$ cat src/core/dmc_pkg.sv
// shared constants and types for the multiplexed-address dram controller
// assumes a single 125 MHz clock; all device timing is derived from it here

package dmc_pkg;

  // ----------------------------------------------------------------
  // clock and geometry
  // ----------------------------------------------------------------
  localparam int CLK_MHZ = 125;
  localparam int ROW_BITS = 7;
  localparam int ADDR_BITS = 14;
  localparam int ROWS = 128;
  localparam int CNT_W = 6;
  localparam int SYNC_STAGES = 2;
  localparam int INIT_REFRESHES = 8;

  // ----------------------------------------------------------------
  // device timing in ns, refresh period in us (slower grade, safe for both)
  // ----------------------------------------------------------------
  localparam int ROW_PRECHARGE_NS = 120;
  localparam int ROW_PULSE_NS = 200;
  localparam int ROW_ADDR_HOLD_NS = 25;
  localparam int COL_PULSE_NS = 135;
  localparam int COLUMN_ACCESS_TIME_NS = 135;
  localparam int WRITE_PULSE_NS = 55;
  localparam int WRITE_TO_COL_LEAD_NS = 70;
  localparam int COLUMN_TO_WRITE_DELAY_NS = 95;
  localparam int ROW_TO_WRITE_DELAY_NS = 160;
  localparam int REFRESH_PERIOD_US = 2000;

  // ----------------------------------------------------------------
  // derived cycle counts: least times round up
  // ----------------------------------------------------------------
  localparam int RP_CYC = (ROW_PRECHARGE_NS * CLK_MHZ + 999) / 1000;
  localparam int RAS_CYC = (ROW_PULSE_NS * CLK_MHZ + 999) / 1000;
  localparam int RAH_CYC = (ROW_ADDR_HOLD_NS * CLK_MHZ + 999) / 1000;
  localparam int CAS_CYC = (COL_PULSE_NS * CLK_MHZ + 999) / 1000;
  localparam int CAC_CYC = (COLUMN_ACCESS_TIME_NS * CLK_MHZ + 999) / 1000;
  localparam int ACC_CYC = CAC_CYC + SYNC_STAGES;
  localparam int WP_CYC = (WRITE_PULSE_NS * CLK_MHZ + 999) / 1000;
  localparam int CWL_CYC = (WRITE_TO_COL_LEAD_NS * CLK_MHZ + 999) / 1000;
  localparam int WE_CYC = (WP_CYC > CWL_CYC) ? WP_CYC : CWL_CYC;
  localparam int CWD_CYC = (COLUMN_TO_WRITE_DELAY_NS * CLK_MHZ + 999) / 1000;
  localparam int RWD_CYC = (ROW_TO_WRITE_DELAY_NS * CLK_MHZ + 999) / 1000;
  // longest time rounds down: one row every period / rows
  localparam int REF_INTERVAL_CYC = (REFRESH_PERIOD_US * CLK_MHZ) / ROWS;

  // ----------------------------------------------------------------
  // types
  // ----------------------------------------------------------------
  typedef logic [CNT_W-1:0] dmc_cnt_t;

  typedef enum logic [1:0] {
    DMC_READ,
    DMC_WRITE,
    DMC_RMW
  } dmc_kind_t;

  typedef struct packed {
    dmc_kind_t kind;
    logic [ADDR_BITS-1:0] addr;
    logic wdata;
  } dmc_req_t;

  typedef struct packed {
    logic ras_n;
    logic cas_n;
    logic we_n;
    logic [ROW_BITS-1:0] mux_address_pins;
    logic write_bit_in;
  } dmc_pins_t;

  localparam dmc_pins_t PINS_IDLE = '{ras_n: 1'h1, cas_n: 1'h1, we_n: 1'h1,
                                     mux_address_pins: '0, write_bit_in: 1'h0};

endpackage

$ cat src/core/dmc_ctrl.sv
// controller that drives a 16k x 1 multiplexed-address dram through its pins
// assumes the device data output reaches i_data_out as a plain level, asynchronous to i_clock
//
// Function
// - cell address goes as row half on row strobe, then column half on column strobe.
// - row address steady at row strobe fall, column address steady at column strobe fall.
// - every one of 128 rows must be accessed within each 2 ms.
// - at least eight refresh cycles after power-up before normal use.
// - late column strobe makes read access time depend on column strobe only.
// - write enable must meet early-write setup or both read-write delays.
`timescale 1ns/1ps

module dmc_ctrl (
  // clock and reset
  input wire logic i_clock,
  input wire logic i_rst,
  // user request
  input wire logic i_req_valid,
  input wire dmc_pkg::dmc_req_t i_req,
  output logic o_req_ready,
  // user answer
  output logic o_rsp_valid,
  output logic o_rsp_rdata,
  output logic o_init_done,
  // device pins
  output dmc_pkg::dmc_pins_t o_pins,
  input wire logic i_data_out
);

  typedef enum logic [2:0] {
    ST_IDLE,
    ST_ROW,
    ST_COLSET,
    ST_CAS,
    ST_WEL,
    ST_REF,
    ST_END,
    ST_PRE
  } dmc_state_t;

  dmc_state_t state_q, state_d;
  dmc_pkg::dmc_cnt_t cnt_q, cnt_d;
  dmc_pkg::dmc_cnt_t ras_lo_q, ras_lo_d;
  dmc_pkg::dmc_cnt_t cas_lo_q, cas_lo_d;
  dmc_pkg::dmc_cnt_t ras_hi_q, ras_hi_d;
  dmc_pkg::dmc_pins_t pins_q, pins_d;
  dmc_pkg::dmc_kind_t kind_q, kind_d;
  logic [dmc_pkg::ROW_BITS-1:0] col_q, col_d;
  logic [dmc_pkg::ROW_BITS-1:0] ref_row_q, ref_row_d;
  logic [3:0] init_cnt_q, init_cnt_d;
  logic init_done_q, init_done_d;
  logic ready_q, ready_d;
  logic rsp_valid_q, rsp_valid_d;
  logic rdata_q, rdata_d;
  logic dq1_q, dq2_q;
  logic [7:0] pend_age_q, pend_age_d;
  logic ref_done;
  logic ref_pend;

  // ----------------------------------------------------------------
  // refresh timer
  // ----------------------------------------------------------------
  dmc_refresh_timer #(
    .INTERVAL_CYC(dmc_pkg::REF_INTERVAL_CYC)
  ) u_timer (
    .i_clock(i_clock),
    .i_rst(i_rst),
    .i_done(ref_done),
    .o_pend(ref_pend)
  );

  // ----------------------------------------------------------------
  // data output synchroniser
  // ----------------------------------------------------------------
  always_ff @(posedge i_clock) begin
    if (i_rst) begin
      dq1_q <= 1'h0;
      dq2_q <= 1'h0;
    end else begin
      dq1_q <= i_data_out;
      dq2_q <= dq1_q;
    end
  end

  // ----------------------------------------------------------------
  // strobe sequencer
  // ----------------------------------------------------------------
  always_comb begin
    state_d = state_q;
    cnt_d = (cnt_q != '0) ? cnt_q - 1'h1 : cnt_q;
    pins_d = pins_q;
    kind_d = kind_q;
    col_d = col_q;
    ref_row_d = ref_row_q;
    init_cnt_d = init_cnt_q;
    init_done_d = init_done_q;
    rsp_valid_d = 1'h0;
    rdata_d = rdata_q;
    ref_done = 1'h0;
    case (state_q)
      ST_IDLE: begin
        if (ready_q && i_req_valid) begin
          kind_d = i_req.kind;
          col_d = i_req.addr[dmc_pkg::ROW_BITS-1:0];
          pins_d.mux_address_pins = i_req.addr[dmc_pkg::ADDR_BITS-1:dmc_pkg::ROW_BITS];
          pins_d.write_bit_in = i_req.wdata;
          pins_d.ras_n = 1'h0;
          cnt_d = dmc_pkg::dmc_cnt_t'(dmc_pkg::RAH_CYC - 1);
          state_d = ST_ROW;
        end else if (!init_done_q || ref_pend) begin
          // row-only cycle; rows walk in order so each is visited once per interval round
          pins_d.mux_address_pins = ref_row_q;
          pins_d.ras_n = 1'h0;
          state_d = ST_REF;
        end
      end
      ST_ROW: begin
        if (cnt_q == '0) begin
          pins_d.mux_address_pins = col_q;
          // write enable falls before the column strobe only for an early write
          pins_d.we_n = (kind_q != dmc_pkg::DMC_WRITE);
          state_d = ST_COLSET;
        end
      end
      ST_COLSET: begin
        pins_d.cas_n = 1'h0;
        state_d = ST_CAS;
      end
      ST_CAS: begin
        if (kind_q == dmc_pkg::DMC_WRITE) begin
          if (cas_lo_q >= dmc_pkg::dmc_cnt_t'(dmc_pkg::CAS_CYC)) begin
            pins_d.cas_n = 1'h1;
            pins_d.we_n = 1'h1;
            state_d = ST_END;
          end
        end else if (cas_lo_q == dmc_pkg::dmc_cnt_t'(dmc_pkg::ACC_CYC)) begin
          // sample only from the column strobe, so a long row-to-column gap is harmless
          rsp_valid_d = 1'h1;
          rdata_d = dq2_q;
          if (kind_q == dmc_pkg::DMC_RMW) begin
            pins_d.we_n = 1'h0;
            cnt_d = dmc_pkg::dmc_cnt_t'(dmc_pkg::WE_CYC - 1);
            state_d = ST_WEL;
          end else begin
            pins_d.cas_n = 1'h1;
            state_d = ST_END;
          end
        end
      end
      ST_WEL: begin
        if (cnt_q == '0) begin
          pins_d.cas_n = 1'h1;
          pins_d.we_n = 1'h1;
          state_d = ST_END;
        end
      end
      ST_REF: begin
        ref_done = 1'h1;
        ref_row_d = ref_row_q + 1'h1;
        if (!init_done_q) begin
          init_cnt_d = init_cnt_q + 4'h1;
          init_done_d = (init_cnt_q == 4'(dmc_pkg::INIT_REFRESHES - 1));
        end
        state_d = ST_END;
      end
      ST_END: begin
        if (ras_lo_q >= dmc_pkg::dmc_cnt_t'(dmc_pkg::RAS_CYC)) begin
          pins_d.ras_n = 1'h1;
          cnt_d = dmc_pkg::dmc_cnt_t'(dmc_pkg::RP_CYC - 1);
          state_d = ST_PRE;
        end
      end
      ST_PRE: begin
        if (cnt_q == '0) begin
          state_d = ST_IDLE;
        end
      end
      default: begin
        state_d = ST_PRE;
      end
    endcase
    // an owed refresh closes the door before the next request
    ready_d = (state_d == ST_IDLE) && init_done_d && !ref_pend;
  end

  always_ff @(posedge i_clock) begin
    if (i_rst) begin
      state_q <= ST_PRE;
      cnt_q <= dmc_pkg::dmc_cnt_t'(dmc_pkg::RP_CYC - 1);
      pins_q <= dmc_pkg::PINS_IDLE;
      kind_q <= dmc_pkg::DMC_READ;
      col_q <= '0;
      ref_row_q <= '0;
      init_cnt_q <= 4'h0;
      init_done_q <= 1'h0;
      ready_q <= 1'h0;
      rsp_valid_q <= 1'h0;
      rdata_q <= 1'h0;
    end else begin
      state_q <= state_d;
      cnt_q <= cnt_d;
      pins_q <= pins_d;
      kind_q <= kind_d;
      col_q <= col_d;
      ref_row_q <= ref_row_d;
      init_cnt_q <= init_cnt_d;
      init_done_q <= init_done_d;
      ready_q <= ready_d;
      rsp_valid_q <= rsp_valid_d;
      rdata_q <= rdata_d;
    end
  end

  // ----------------------------------------------------------------
  // strobe and owed-refresh age counters (saturating)
  // ----------------------------------------------------------------
  always_comb begin
    ras_lo_d = pins_q.ras_n ? '0 : ((ras_lo_q == '1) ? ras_lo_q : ras_lo_q + 1'h1);
    cas_lo_d = pins_q.cas_n ? '0 : ((cas_lo_q == '1) ? cas_lo_q : cas_lo_q + 1'h1);
    ras_hi_d = !pins_q.ras_n ? '0 : ((ras_hi_q == '1) ? ras_hi_q : ras_hi_q + 1'h1);
    pend_age_d = !ref_pend ? 8'h00 : ((pend_age_q == 8'hFF) ? pend_age_q : pend_age_q + 8'h01);
  end

  always_ff @(posedge i_clock) begin
    if (i_rst) begin
      ras_lo_q <= '0;
      cas_lo_q <= '0;
      ras_hi_q <= '0;
      pend_age_q <= 8'h00;
    end else begin
      ras_lo_q <= ras_lo_d;
      cas_lo_q <= cas_lo_d;
      ras_hi_q <= ras_hi_d;
      pend_age_q <= pend_age_d;
    end
  end

  assign o_pins = pins_q;
  assign o_req_ready = ready_q;
  assign o_rsp_valid = rsp_valid_q;
  assign o_rsp_rdata = rdata_q;
  assign o_init_done = init_done_q;
endmodule // dmc_ctrl

$ cat src/core/dmc_refresh_timer.sv
// refresh interval timer with a small count of owed refreshes
// assumes i_done is a one-cycle pulse from logic on the same clock
`timescale 1ns/1ps

module dmc_refresh_timer #(
  parameter int INTERVAL_CYC = dmc_pkg::REF_INTERVAL_CYC
) (
  // clock and reset
  input wire logic i_clock,
  input wire logic i_rst,
  // refresh handshake
  input wire logic i_done,
  output logic o_pend
);

  localparam int TW = $clog2(INTERVAL_CYC);

  logic [TW-1:0] tmr_q, tmr_d;
  logic [1:0] pend_q, pend_d;
  logic tick;

  // ----------------------------------------------------------------
  // interval count
  // ----------------------------------------------------------------
  always_comb begin
    tick = (tmr_q == TW'(INTERVAL_CYC - 1));
    tmr_d = tick ? '0 : tmr_q + 1'h1;
    pend_d = pend_q;
    // a tick in the same cycle as a done leaves the count unchanged, so no tick is lost
    if (tick && !i_done && pend_q != 2'h3) begin
      pend_d = pend_q + 2'h1;
    end else if (!tick && i_done && pend_q != 2'h0) begin
      pend_d = pend_q - 2'h1;
    end
  end

  always_ff @(posedge i_clock) begin
    if (i_rst) begin
      tmr_q <= '0;
      pend_q <= 2'h0;
    end else begin
      tmr_q <= tmr_d;
      pend_q <= pend_d;
    end
  end

  assign o_pend = (pend_q != 2'h0);

endmodule // dmc_refresh_timer

$ cat config.mk
export PLATFORM = sky130hd
export DESIGN_NAME = dmc_ctrl
export DESIGN_NICKNAME = d
export VERILOG_FILES = /design/src/core/dmc_pkg.sv /design/src/core/dmc_ctrl.sv /design/src/core/dmc_refresh_timer.sv
export SDC_FILE = /design/constraint.sdc
export NUM_CORES = 1
export LEC_CHECK = 0
export ABC_AREA = 0
export BUFFER_PORTS_ARGS = -buffer_cell sky130_fd_sc_hd__buf_2
export CAP_MARGIN = 40
export CORE_ASPECT_RATIO = 1.75
export CORE_MARGIN = 2
export CORE_UTILIZATION = 59
export DETAILED_ROUTE_END_ITERATION = 6
export GPL_TIMING_DRIVEN = 0
export PLACE_DENSITY = 0.89
export SYNTH_ARGS = -nofsm -noshare
export SYNTH_HDL_FRONTEND = slang
export SYNTH_HIERARCHICAL = 1
export SYNTH_SLANG_ARGS = --single-unit
$ cat constraint.sdc
create_clock -name i_clock -period 2.65 [get_ports i_clock]
set_clock_uncertainty 0.2 [all_clocks]
set_input_delay 0.265 -clock i_clock [delete_from_list [all_inputs] [get_ports i_clock]]
set_output_delay 0.265 -clock i_clock [all_outputs]
set_load 0.005 [all_outputs]
**After elaboration in Yosys (flattened, before gate mapping)**

Cells that the tools add are included.
W data, S select, Z words.

- Flip-flop bits (word level): 71
- Output and inout port bits: 15
- Word-level logic and storage cells: 131

- Reductions and logical operators: 33
- Eq/ne operators: 24
- Multiplexer cells: 40
- Order comparisons: 2
- Bitwise operators: 3
- Add/subtract/negate cells: 8

Operator list:

| operator | count |
|---|---|
| $mux W6 | 6 |
| $mux W3 | 9 |
| $pmux W3 S8 | 1 |
| $pmux W6 S3 | 1 |
| $ne A3 B3 Y1 const B | 5 |
| $mux W2 | 7 |
| $mux W7 | 2 |
| $pmux W7 S2 | 1 |
| $add A6 B1 Y6 const B | 2 |
| $eq A3 B3 Y1 const B | 4 |
| $eq A6 B6 Y1 const B | 2 |
| $ge A6 B5 Y1 const B | 2 |
| $add A11 B1 Y11 const B | 1 |
| $eq A11 B11 Y1 const B | 1 |
| $mux W1 | 9 |
| $reduce_and A3 Y1 | 3 |
| $mux W8 | 1 |
| $ne A2 B2 Y1 const B | 4 |
| $reduce_bool A2 Y1 | 4 |
| $add A7 B1 Y7 const B | 1 |
| $logic_and A1 B1 Y1 | 7 |
| $eq A3 B2 Y1 const B | 2 |
| $eq A6 B5 Y1 const B | 1 |
| $logic_not A3 Y1 | 2 |
| 22 further kinds | 32 |

**Longest topological paths before layout**

Gate-level depths: netlist of the first run.

- Depth after elaboration: 8
- Depth in mapped cells: 8
- Mapped depth without buffers: 7

**By module**

Netlist of the first run, hierarchy kept.

Modules (own cells, without submodules):

| module | times used | cells each | sequential area each (um^2) | area each (um^2) |
|---|---|---|---|---|
| dmc_ctrl | 1 | 344 | 1,161.1 | 2,959.1 |
| dmc_refresh_timer | 1 | 71 | 260.2 | 640.6 |

**Least setup slack after synthesis of the first run**

No wires, ideal clock.

- Kind: reg-to-reg
- From: register cas_lo_q[1]
- To: register ready_q (netlist: o_req_ready)
- Arrival: 1.714 ns
- Path buffers: 0
- Library setup time: 0.117 ns
- Clock period less this slack: 2.031 ns
- Path slack: 0.619 ns
- Cell stages (with the launch flop): 8
- Path through: dfxtp_1 inv_1 ha_1 or4b_4 a21oi_4 a22oi_2 a32oi_1 and4b_1

- Cells in the longest elaborated chain, start to end: 7
- Elaborated cells between the ends (all ways): 9
- Classes of those cells: 1 x order compare; 1 x eq/ne; 4 x mux; 3 x reduce/logical

Ends and longest elaborated chain:

| what | RTL line | text |
|---|---|---|
| start, declared | dmc_ctrl.sv:44 | `dmc_pkg::dmc_cnt_t cas_lo_q, cas_lo_d;` |
| start signal, assigned | dmc_ctrl.sv:232 | `cas_lo_q <= cas_lo_d;` |
| $ge A6 B5 Y1 or $eq A6 B5 Y1 (tied branches) | dmc_ctrl.sv:131, dmc_ctrl.sv:136 |  |
| $mux W3, on equally long branches | dmc_ctrl.sv:131, dmc_ctrl.sv:136 |  |
| $mux W3 * | dmc_ctrl.sv:130 | `if (kind_q == dmc_pkg::DMC_WRITE) begin` |
| $pmux W3 S8 * | dmc_ctrl.sv:100 | `case (state_q)` |
| $logic_not A3 Y1 * | dmc_ctrl.sv:183 | `ready_d = (state_d == ST_IDLE) && init_done_d && !ref_pend;` |
| $logic_and A1 B1 Y1 * (2 in series) | dmc_ctrl.sv:183 |  |
| end signal, assigned | dmc_ctrl.sv:208 | `ready_q <= ready_d;` |
| end, declared | dmc_ctrl.sv:52 | `logic ready_q, ready_d;` |

Mark *: on every way between the ends. The rest lies on a longest branch, timed or not.
A chain may end at the register's enable or synchronous reset.

**Worst setup path in the final report of the first run**

Ends and elaborated chain as after synthesis.

==> results of run 1 <==
[through the flow]
stage	worst slack (ns)	hold slack [ns]
6_report	0.366	0.148
3_3_place_gp	0.480	0.221
3_5_place_dp	0.381	0.240
5_1_grt	0.256	0.163
4_1_cts	0.368	0.145
2_1_floorplan	0.619	0.134
[cell usage in the layout, fill, tap and decap left out, drive strengths merged, types with 5 or more instances in the layout]
| cell | count |
|---|---|
| nor3 | 12 |
| o21ai | 15 |
| mux2i | 20 |
| o31ai | 6 |
| nand4 | 5 |
| inv | 18 |
| nand2 | 44 |
| xnor2 | 15 |
| nand3 | 14 |
| clkbuf | 28 |
| nor2b | 5 |
| nand2b | 12 |
| buf | 42 |
| ha | 14 |
| xor2 | 9 |
| dfxtp | 71 |
| dlygate4sd3 | 12 |
| a21oi | 29 |
| or2 | 7 |
| nor2 | 47 |
| nand3b | 5 |
| a31oi | 7 |
[cell usage after synthesis (2+ instances only)]
master / n / share of area [%]
clkbuf_1: 14 / 1.5
nand4_1: 5 / 0.87
mux2i_1: 20 / 5.6
xnor2_1: 15 / 3.6
a21oi_1: 28 / 3.9
or2_1: 3 / 0.52
or2_2: 4 / 0.70
o21ai_0: 10 / 1.4
o31ai_2: 2 / 0.70
nor2b_1: 5 / 0.87
nand3_1: 14 / 1.9
o21ai_1: 5 / 0.70
a211oi_1: 4 / 0.83
ha_1: 14 / 4.9
nand2b_1: 12 / 2.1
and3b_1: 3 / 0.73
nor3b_1: 2 / 0.42
xor2_1: 9 / 2.2
and3_1: 2 / 0.35
dfxtp_1: 71 / 39
nor3_1: 11 / 1.5
buf_2: 5 / 0.70
nand3b_1: 5 / 1.0
o31ai_1: 3 / 0.63
nor2_1: 47 / 4.9
nand2_1: 44 / 4.6
inv_1: 18 / 1.9
a31oi_1: 7 / 1.2
[power breakdown]
group	leakage, nW	internal [mW]	switching (mW)
Combinational	1.01	0.0550	0.0581
Sequential	0.574	1.08	0.0149
Clock	0.0847	0.432	0.373
Total	1.67	1.57	0.446
[area by class of cell]
cell class	instances	share of cell area [%]
Clock inverter	1	0.721
Timing Repair Buffer	47	7.09
Inverter	18	1.62
Tap cell	78	2.34
Buffer	21	2.31
Multi-Input combinational cell	305	48.4
Clock buffer	14	3.42
Sequential cell	71	34.1
[state kept, by name, indices dropped and copies added (netlist names), 3 cells and up]
name,count
col_q,7
cas_lo_q,6
cnt_q,6
ref_row_q,7
state_q,3
u_timer/tmr_q,11
init_cnt_q,4
ras_lo_q,6
o_pins,11
[timing repair]
action | CTS | global route
hold buffers | 12 | 0
hold endpoints to repair | 13 | 0
endpoints found under the setup margin | 0 | 0
[cell families (layout without fill, tap and decap cells)]
logic type	count (synthesis)	count (layout)	share of synthesized area (%)
adders and majority gates	14	14	4.87
AOI/OAI and AO/OA	72	72	13.5
DFF	71	71	39.5
xor gates and xnor gates	24	24	5.84
buffers and inverters	39	101	4.55
and+or+nand+nor	175	175	26.2
muxes	20	20	5.56
[per-layer routing]
| metal | vias to the layer above | GRT usage (%) |
|---|---|---|
| met2 | 70 | 50.0 |
| li1 | 1546 | - |
| met3 | 37 | 5.54 |
| met5 | - | 0 |
| met1 | 1464 | 24.1 |
| met4 | 0 | 18.1 |
[how the worst min path moves through the flow]
| stage | to | slack (ns) | from |
|---|---|---|---|
| 6_report | col_q[6] | 0.15 | i_req_valid |
| 5_1_grt | col_q[6] | 0.16 | i_req_valid |
| 4_1_cts | col_q[6] | 0.15 | i_req_valid |
| 3_5_place_dp | dq2_q | 0.24 | dq1_q |
| 3_3_place_gp | dq2_q | 0.22 | dq1_q |
| 2_1_floorplan | u_timer/pend_q[1] | 0.13 | i_rst |
[worst reg2reg max path, delay by kind of cell, from the launching register on]
family | cells | cell delay (ns)
compound gates | 3 | 0.59
buf+inv | 1 | 0.08
flops | 1 | 0.37
simple gates | 2 | 0.74
fa+ha+maj | 1 | 0.20
==> flow_summary.ini, run 1 <==
[run_status]
outcome = finished, final reports clean

[critical_path]
slowest_delay_ns = 0.52
critPathLaunch = cas_lo_q[1]
path_cells = inv_1, ha_1, or4b_4, a21oi_4, a22oi_2, a32oi_1, and4b_1
reg2regPathDepth = 7
arrival_ns = 2.34
worstReg2RegEnd = o_req_ready
crit_end = o_req_ready
rrSetupSlack_ns = 0.37
r2r-start = cas_lo_q[1]
crit_path_start_kind = flop
critPathTopFamily = simple AND/OR/NAND/NOR gates
cp_num_buf_inv = 1
worstPathRequired_ns = 2.70
end_kind = flop
worst-path-stages = 7
cpMaxStageDelayCell = or4b_4
crit_type = reg2reg
critPathMaxFanout = 4

[pwr]
power_density_nw_per_um2 = 484
peakVddDrop_mv = 0.454
power_mw = 2.01
p_leak_nw = 1.67

[route]
wl_met3_um = 252
postRouteAntennaNets = 0
drc_errors = 0
maxUsedRoutingLayer = met4
drt_pass1_iterations = 4
vias_per_cell = 5.62
wl_per_cell_um = 15.1
drt_iter0_markers = 162
wl_met2_mm = 4.57
drt_wl_total_mm = 8.36
wl_met1_mm = 3.09
vias = 3117

[clock_tree]
clock-root-buffer = clkbuf_8
cts_tree = yes
clk_latency_ns = 0.36
post-cts-setup-buffers = 0
clock_sinks = 71
cts.clk_slew.worst_paths_ns = 0.07
cts_repair_resize_count = 0
clk_path_buf_depth = 2
cts_made_buffers = 9
cts_max_level = 3

[timing]
fmax_mhz = 438
relSlewSlack_pct = 64.1
finalCriticalPeriod_ns = 2.28
rsz0062_at_grt = no
tightest_slew_ns = 0.535
hold_viol = 0
finalSetupViolCount = 0
final.setup.tns_ns = 0
finalMaxSlewViolations = 0
min_period_over_period_pct = 86.2

[yosys]
yosys_most_used_dff = dfxtp_1
async_flop_share_pct = 0
yosysWarnings = 6
synth_area_um2 = 3600
syn-mean-instance-area_um2 = 8.67
synth.distinct_cells = 61
yosysSeqAreaShare_pct = 39.5
syn_inst = 415
synth_nets = 450
ys_ff_latch = 71
synth_edf_count = 0

[grt]
grt.overflow.total = 0
grt_antenna_before_repair = 0
grt_max_degree = 11
grt_pass1_wl_mm = 13.9
grt_usage_pct = 26.2
grt_pass1_vias = 3188

[floorplanning]
start_util_pct = 61.2
core_um2 = 5880
num_rows = 37
die_h_um = 107
chipWidth_um = 63.0
die_area_um2 = 6770
ios = 36

[run]
max-cap-violations = 0

[cells_and_area]
seq_area_um2 = 1420
instances_no_fill = 555
final_layout_size_suffix_gt1_share_pct = 14.7
finish.utilization_pct = 70.8
antenna_cells = 0
design_area_um2 = 4170
n_fill_cell = 467
final_nets = 508
multi_input_area_um2 = 2010
area_growth_pct = 15.7

[placed_design]
place_inst = 528
port_buffers = 35
place_congestion = 0.925
place_area_um2 = 3870
dp_hpwl_mm = 6.15

[hold_path]
hold_path_class = in2reg
whs_path_depth = 4
No activity file was read; power rests on OpenSTA's default activity.
==> inputs of run 2 (changes only) <==
- CELL_PAD_IN_SITES_DETAIL_PLACEMENT: not set -> 1
- CELL_PAD_IN_SITES_GLOBAL_PLACEMENT: not set -> 2
- CORE_UTILIZATION: 59 -> 36
- PLACE_DENSITY: 0.89 -> 0.88
==> run 2 against run 1 <==
Against the previous run:
- hold slack improved by 0.0016 ns
- cell count up 8.6%
- first-iteration DRC count shrank 25%
- count of clock-buffer cells in the layout fell by 3
- critical path depth unchanged
- combinational power barely moved
- total power grew 15%
- sequential power barely moved
- global-route usage decreased by 7.5 points
- critical path type unchanged
- highest routed layer unchanged
==> flow_summary.ini, run 2 (synthesized netlist as in run 1, its figures left out) <==
[route]
drt_wl_total_mm = 9.28
drc_errors = 0
vias_per_cell = 5.15
drt_iter0_markers = 122
postRouteAntennaNets = 0
wl_per_cell_um = 15.4
vias = 3108
drt_pass1_iterations = 4

[clock_tree]
clk_path_buf_depth = 2
post-cts-setup-buffers = 0
clk_latency_ns = 0.34
cts_max_level = 3
clock_sinks = 71
cts_made_buffers = 9
cts_tree = yes
cts.clk_slew.worst_paths_ns = 0.06
clock-root-buffer = clkbuf_16

[floorplanning]
die_area_um2 = 10800
core_um2 = 9790
chipWidth_um = 79.6
start_util_pct = 36.8
die_h_um = 136
num_rows = 48
ios = 36

[grt]
grt_pass1_vias = 3366
grt_antenna_before_repair = 0
grt.overflow.total = 0
grt_max_degree = 13
grt_usage_pct = 18.8
grt_pass1_wl_mm = 15.8

[timing]
min_period_over_period_pct = 87.4
final.setup.tns_ns = 0
relSlewSlack_pct = 62.3
finalMaxSlewViolations = 0
finalSetupViolCount = 0
rsz0062_at_grt = no
finalCriticalPeriod_ns = 2.32
fmax_mhz = 432
tightest_slew_ns = 0.561
hold_viol = 0

[critical_path]
cpMaxStageDelayCell = nor4b_2
worst-path-stages = 7
cp_num_buf_inv = 1
end_kind = flop
critPathMaxFanout = 6
critPathTopFamily = simple AND/OR/NAND/NOR gates
slowest_delay_ns = 0.39
worstPathRequired_ns = 2.67
reg2regPathDepth = 7
arrival_ns = 2.34
path_cells = inv_1, ha_1, nor4b_2, nand2_1, a22oi_2, a32oi_1, or2_1
crit_path_start_kind = flop
crit_type = reg2reg

[hold_path]
hold_path_class = in2reg
whs_path_depth = 5

[pwr]
power_density_nw_per_um2 = 535
power_mw = 2.31
p_leak_nw = 1.71
peakVddDrop_mv = 0.308

[placed_design]
place_congestion = 0.805
port_buffers = 35
dp_hpwl_mm = 6.82

[run_status]
outcome = finished, final reports clean

[cells_and_area]
final_nets = 508
layout_common_cells = dfxtp_1 (71), nor2_1 (47), nand2_1 (44)
layout_commonest_cell = dfxtp_1
final_layout_size_suffix_gt1_share_pct = 15.5
area_growth_pct = 20.0
antenna_cells = 0

[run]
max-cap-violations = 0
run 2: cell count changes in the layout (fill, tap and decap cells not counted), moves of 2 or more:
| cell | change |
|---|---|
| clkbuf_1 | -3 |
| clkinv_4 | +2 |
| clkinv_2 | +2 |
| clkbuf_16 | +9 |
| clkbuf_8 | -9 |
run 2: worst paths after layout:
path	start	endpoint	slack, ns
setup reg to reg	cnt_q[0]	state_q[0]	0.33
hold reg to reg	dq1_q	dq2_q	0.24
hold / removal	i_req[11]	o_pins[4]	0.15
setup / recovery	cnt_q[0]	state_q[0]	0.33
run 2: final cells by class:
type | instances | area [um2]
flip-flops and latches | 71 | 1420
well taps | 125 | 156
clock inverters | 5 | 35.0
clock buffers | 11 | 233
repair buffers | 47 | 295
multi-input cells | 305 | 2010
plain buffers | 21 | 96.3
fillers | 1200 | 5470
inverters | 18 | 67.6
run 2: through the flow:
| stage | instance area [um2] | hold WS (ns) | utilization [%] | std cells | setup slack, ns |
|---|---|---|---|---|---|
| 2_1_floorplan | 3600 | 0.134 | - | 415 | 0.619 |
| 3_3_place_gp | 3930 | 0.222 | 40.2 | 575 | 0.406 |
| 3_5_place_dp | 3930 | 0.229 | 40.2 | 575 | 0.344 |
| 4_1_cts | 4320 | 0.158 | 44.1 | 603 | 0.327 |
| 5_1_grt | 4320 | 0.201 | 44.1 | 603 | 0.144 |
| 6_report | 4320 | 0.150 | 44.1 | 603 | 0.333 |
run 2: report_power, final:
part / leakage, nW / total (mW) / switching [mW] / internal (mW)
Combinational: 1.01 / 0.112 / 0.0571 / 0.0548
Clock: 0.129 / 1.10 / 0.468 / 0.634
Sequential: 0.574 / 1.10 / 0.0146 / 1.08
Total: 1.71 / 2.31 / 0.540 / 1.77
run 2: tightest hold or removal path: stages:
cell     delay (ns)
buf_2          0.08
mux2i_1        0.05
o21ai_1        0.11
mux2i_1        0.07
nor2_1         0.08
run 2: routing by layer:
metal | vias to the layer above | track usage, % | part of all wire, %
li1 | 1551 | - | -
met1 | 1514 | 18.5 | 38
met2 | 30 | 36.6 | 57
met3 | 13 | 4.52 | 2.8
met4 | 0 | 6.90 | 1.7
met5 | - | 0 | 0
run 2: what timing repair did:
action                                 4_1_cts  5_1_grt
endpoints found under the hold margin       13        0
hold buffers                                12        0
resized for setup                            0        0
==> inputs of run 3 (changes only) <==
==> constraint.sdc (replaced) <==
create_clock -name i_clock -period 2.65 [get_ports i_clock]
set_clock_uncertainty 0.2 [all_clocks]
set_input_delay 0.795 -clock i_clock [delete_from_list [all_inputs] [get_ports i_clock]]
set_output_delay 0.795 -clock i_clock [all_outputs]
set_load 0.005 [all_outputs]
==> run 3 against run 2 <==
Against the previous run:
- hold slack improved by 0.087 ns
- non-clock buffer count fell by 12
- highest routed layer unchanged
- critical path type unchanged
- largest cell class unchanged
- critical endpoint unchanged
- design area is 2.8% lower
- clock power about the same
- largest power group unchanged
- sequential share of layout area increased by 0.94 points
==> flow_summary.ini, run 3 (synthesized netlist as in run 1, its figures left out) <==
[run_status]
outcome = finished, final reports clean

[pwr]
swShare_pct = 23.3
power_density_nw_per_um2 = 546
p_leak_nw = 1.66
p_int_mw = 1.76
p_comb_share_pct = 4.2
power.switching_uw = 535
peakVddDrop_mv = 0.305
clkPwrFrac_pct = 48.0
seqPwrFrac_pct = 47.8

[clock_tree]
clk_latency_ns = 0.33
post-cts-setup-buffers = 0
cts_tree = yes
cts_max_level = 3
hold_buffers = 0
clock_sinks = 71
clock-root-buffer = clkbuf_16
cts_repair_resize_count = 0
cts.clk_slew.worst_paths_ns = 0.06
cts_made_buffers = 9
clk_path_buf_depth = 2

[timing]
finalCriticalPeriod_ns = 2.32
finalMaxSlewViolations = 0
fmax_mhz = 432
rsz0062_at_grt = no
min_period_over_period_pct = 87.4
finalSetupViolCount = 0
hold_viol = 0
tightest_slew_ns = 0.561
final.setup.tns_ns = 0
holdWs_ns = 0.237
relSlewSlack_pct = 62.3

[grt]
grt_max_degree = 13
grt_pass1_vias = 3304
grt_usage_pct = 18.3
grt_pass1_wl_mm = 15.4
grt.overflow.total = 0
grt_antenna_before_repair = 0

[cells_and_area]
layout_common_cells = dfxtp_1 (71), nor2_1 (47), nand2_1 (44)
seq_area_um2 = 1420
antenna_cells = 0
layout_commonest_cell = dfxtp_1
area_growth_pct = 16.6
n_fill_cell = 1205
multi_input_area_um2 = 2010
final_layout_size_suffix_gt1_share_pct = 15.9
instances_no_fill = 591
finish.utilization_pct = 42.9
final_nets = 496

[route]
postRouteAntennaNets = 0
vias_per_cell = 5.17
drt_pass1_iterations = 4
drt_wl_total_mm = 9.03
wl_per_cell_um = 15.3
drt_iter0_markers = 121
vias = 3058
drc_errors = 0

[hold_path]
hold_path_class = reg2reg

[critical_path]
cpMaxStageDelayCell = nor4b_2
critPathMaxFanout = 6
slowest_delay_ns = 0.39
critPathTopFamily = simple AND/OR/NAND/NOR gates
crit_path_start_kind = flop
cp_num_buf_inv = 1
worstPathRequired_ns = 2.67
arrival_ns = 2.34
path_cells = inv_1, ha_1, nor4b_2, nand2_1, a22oi_2, a32oi_1, or2_1
end_kind = flop
crit_type = reg2reg

[placed_design]
dp_hpwl_mm = 6.82
port_buffers = 35
place_congestion = 0.805
place_inst = 575

[floorplanning]
start_util_pct = 36.8
die_h_um = 136
ios = 36
core_um2 = 9790
die_area_um2 = 10800
num_rows = 48
chipWidth_um = 79.6

[run]
max-cap-violations = 0
==> run 3: final cells by class <==
cell class | count | area share, %
Buffer | 21 | 2.29
Clock buffer | 11 | 5.54
Clock inverter | 5 | 0.834
Inverter | 18 | 1.61
Multi-Input combinational cell | 305 | 48.0
Sequential cell | 71 | 33.8
Tap cell | 125 | 3.72
Timing Repair Buffer | 35 | 4.17
==> run 3: metrics by stage <==
stage,worst slack [ns],power [mW],instance area [um2]
detailed placement,0.131,1.22,3930
global route,0.144,2.38,4200
finish,0.334,2.29,4200
floorplan,0.527,1.18,3600
CTS,0.327,2.33,4200
global placement,0.146,1.21,3930
==> run 3: final timing paths <==
path / from / to / slack [ns] / cells after the start
setup reg to reg: cnt_q[0] / state_q[0] / 0.33 / 7
hold reg to reg: dq1_q / dq2_q / 0.24 / 1
hold / removal: dq1_q / dq2_q / 0.24 / 1
setup / recovery: cnt_q[0] / state_q[0] / 0.33 / 7
==> run 3: metal layers <==
layer	up-vias	wire, um	track usage [%]
li1	1526	-	-
met1	1493	3450	18.1
met2	28	5190	35.8
met3	11	259	4.52
met4	0	137	6.51
met5	-	0	0
==> run 3: power by group through the flow <==
stage	clock network [mW]	registers, mW	logic, mW
final	1.10	1.10	0.0972
after global routing	1.17	1.10	0.111
after CTS	1.13	1.10	0.0990
after detailed placement	0	1.12	0.0981
after global placement	0	1.12	0.0942
after floorplan	0	1.12	0.0618
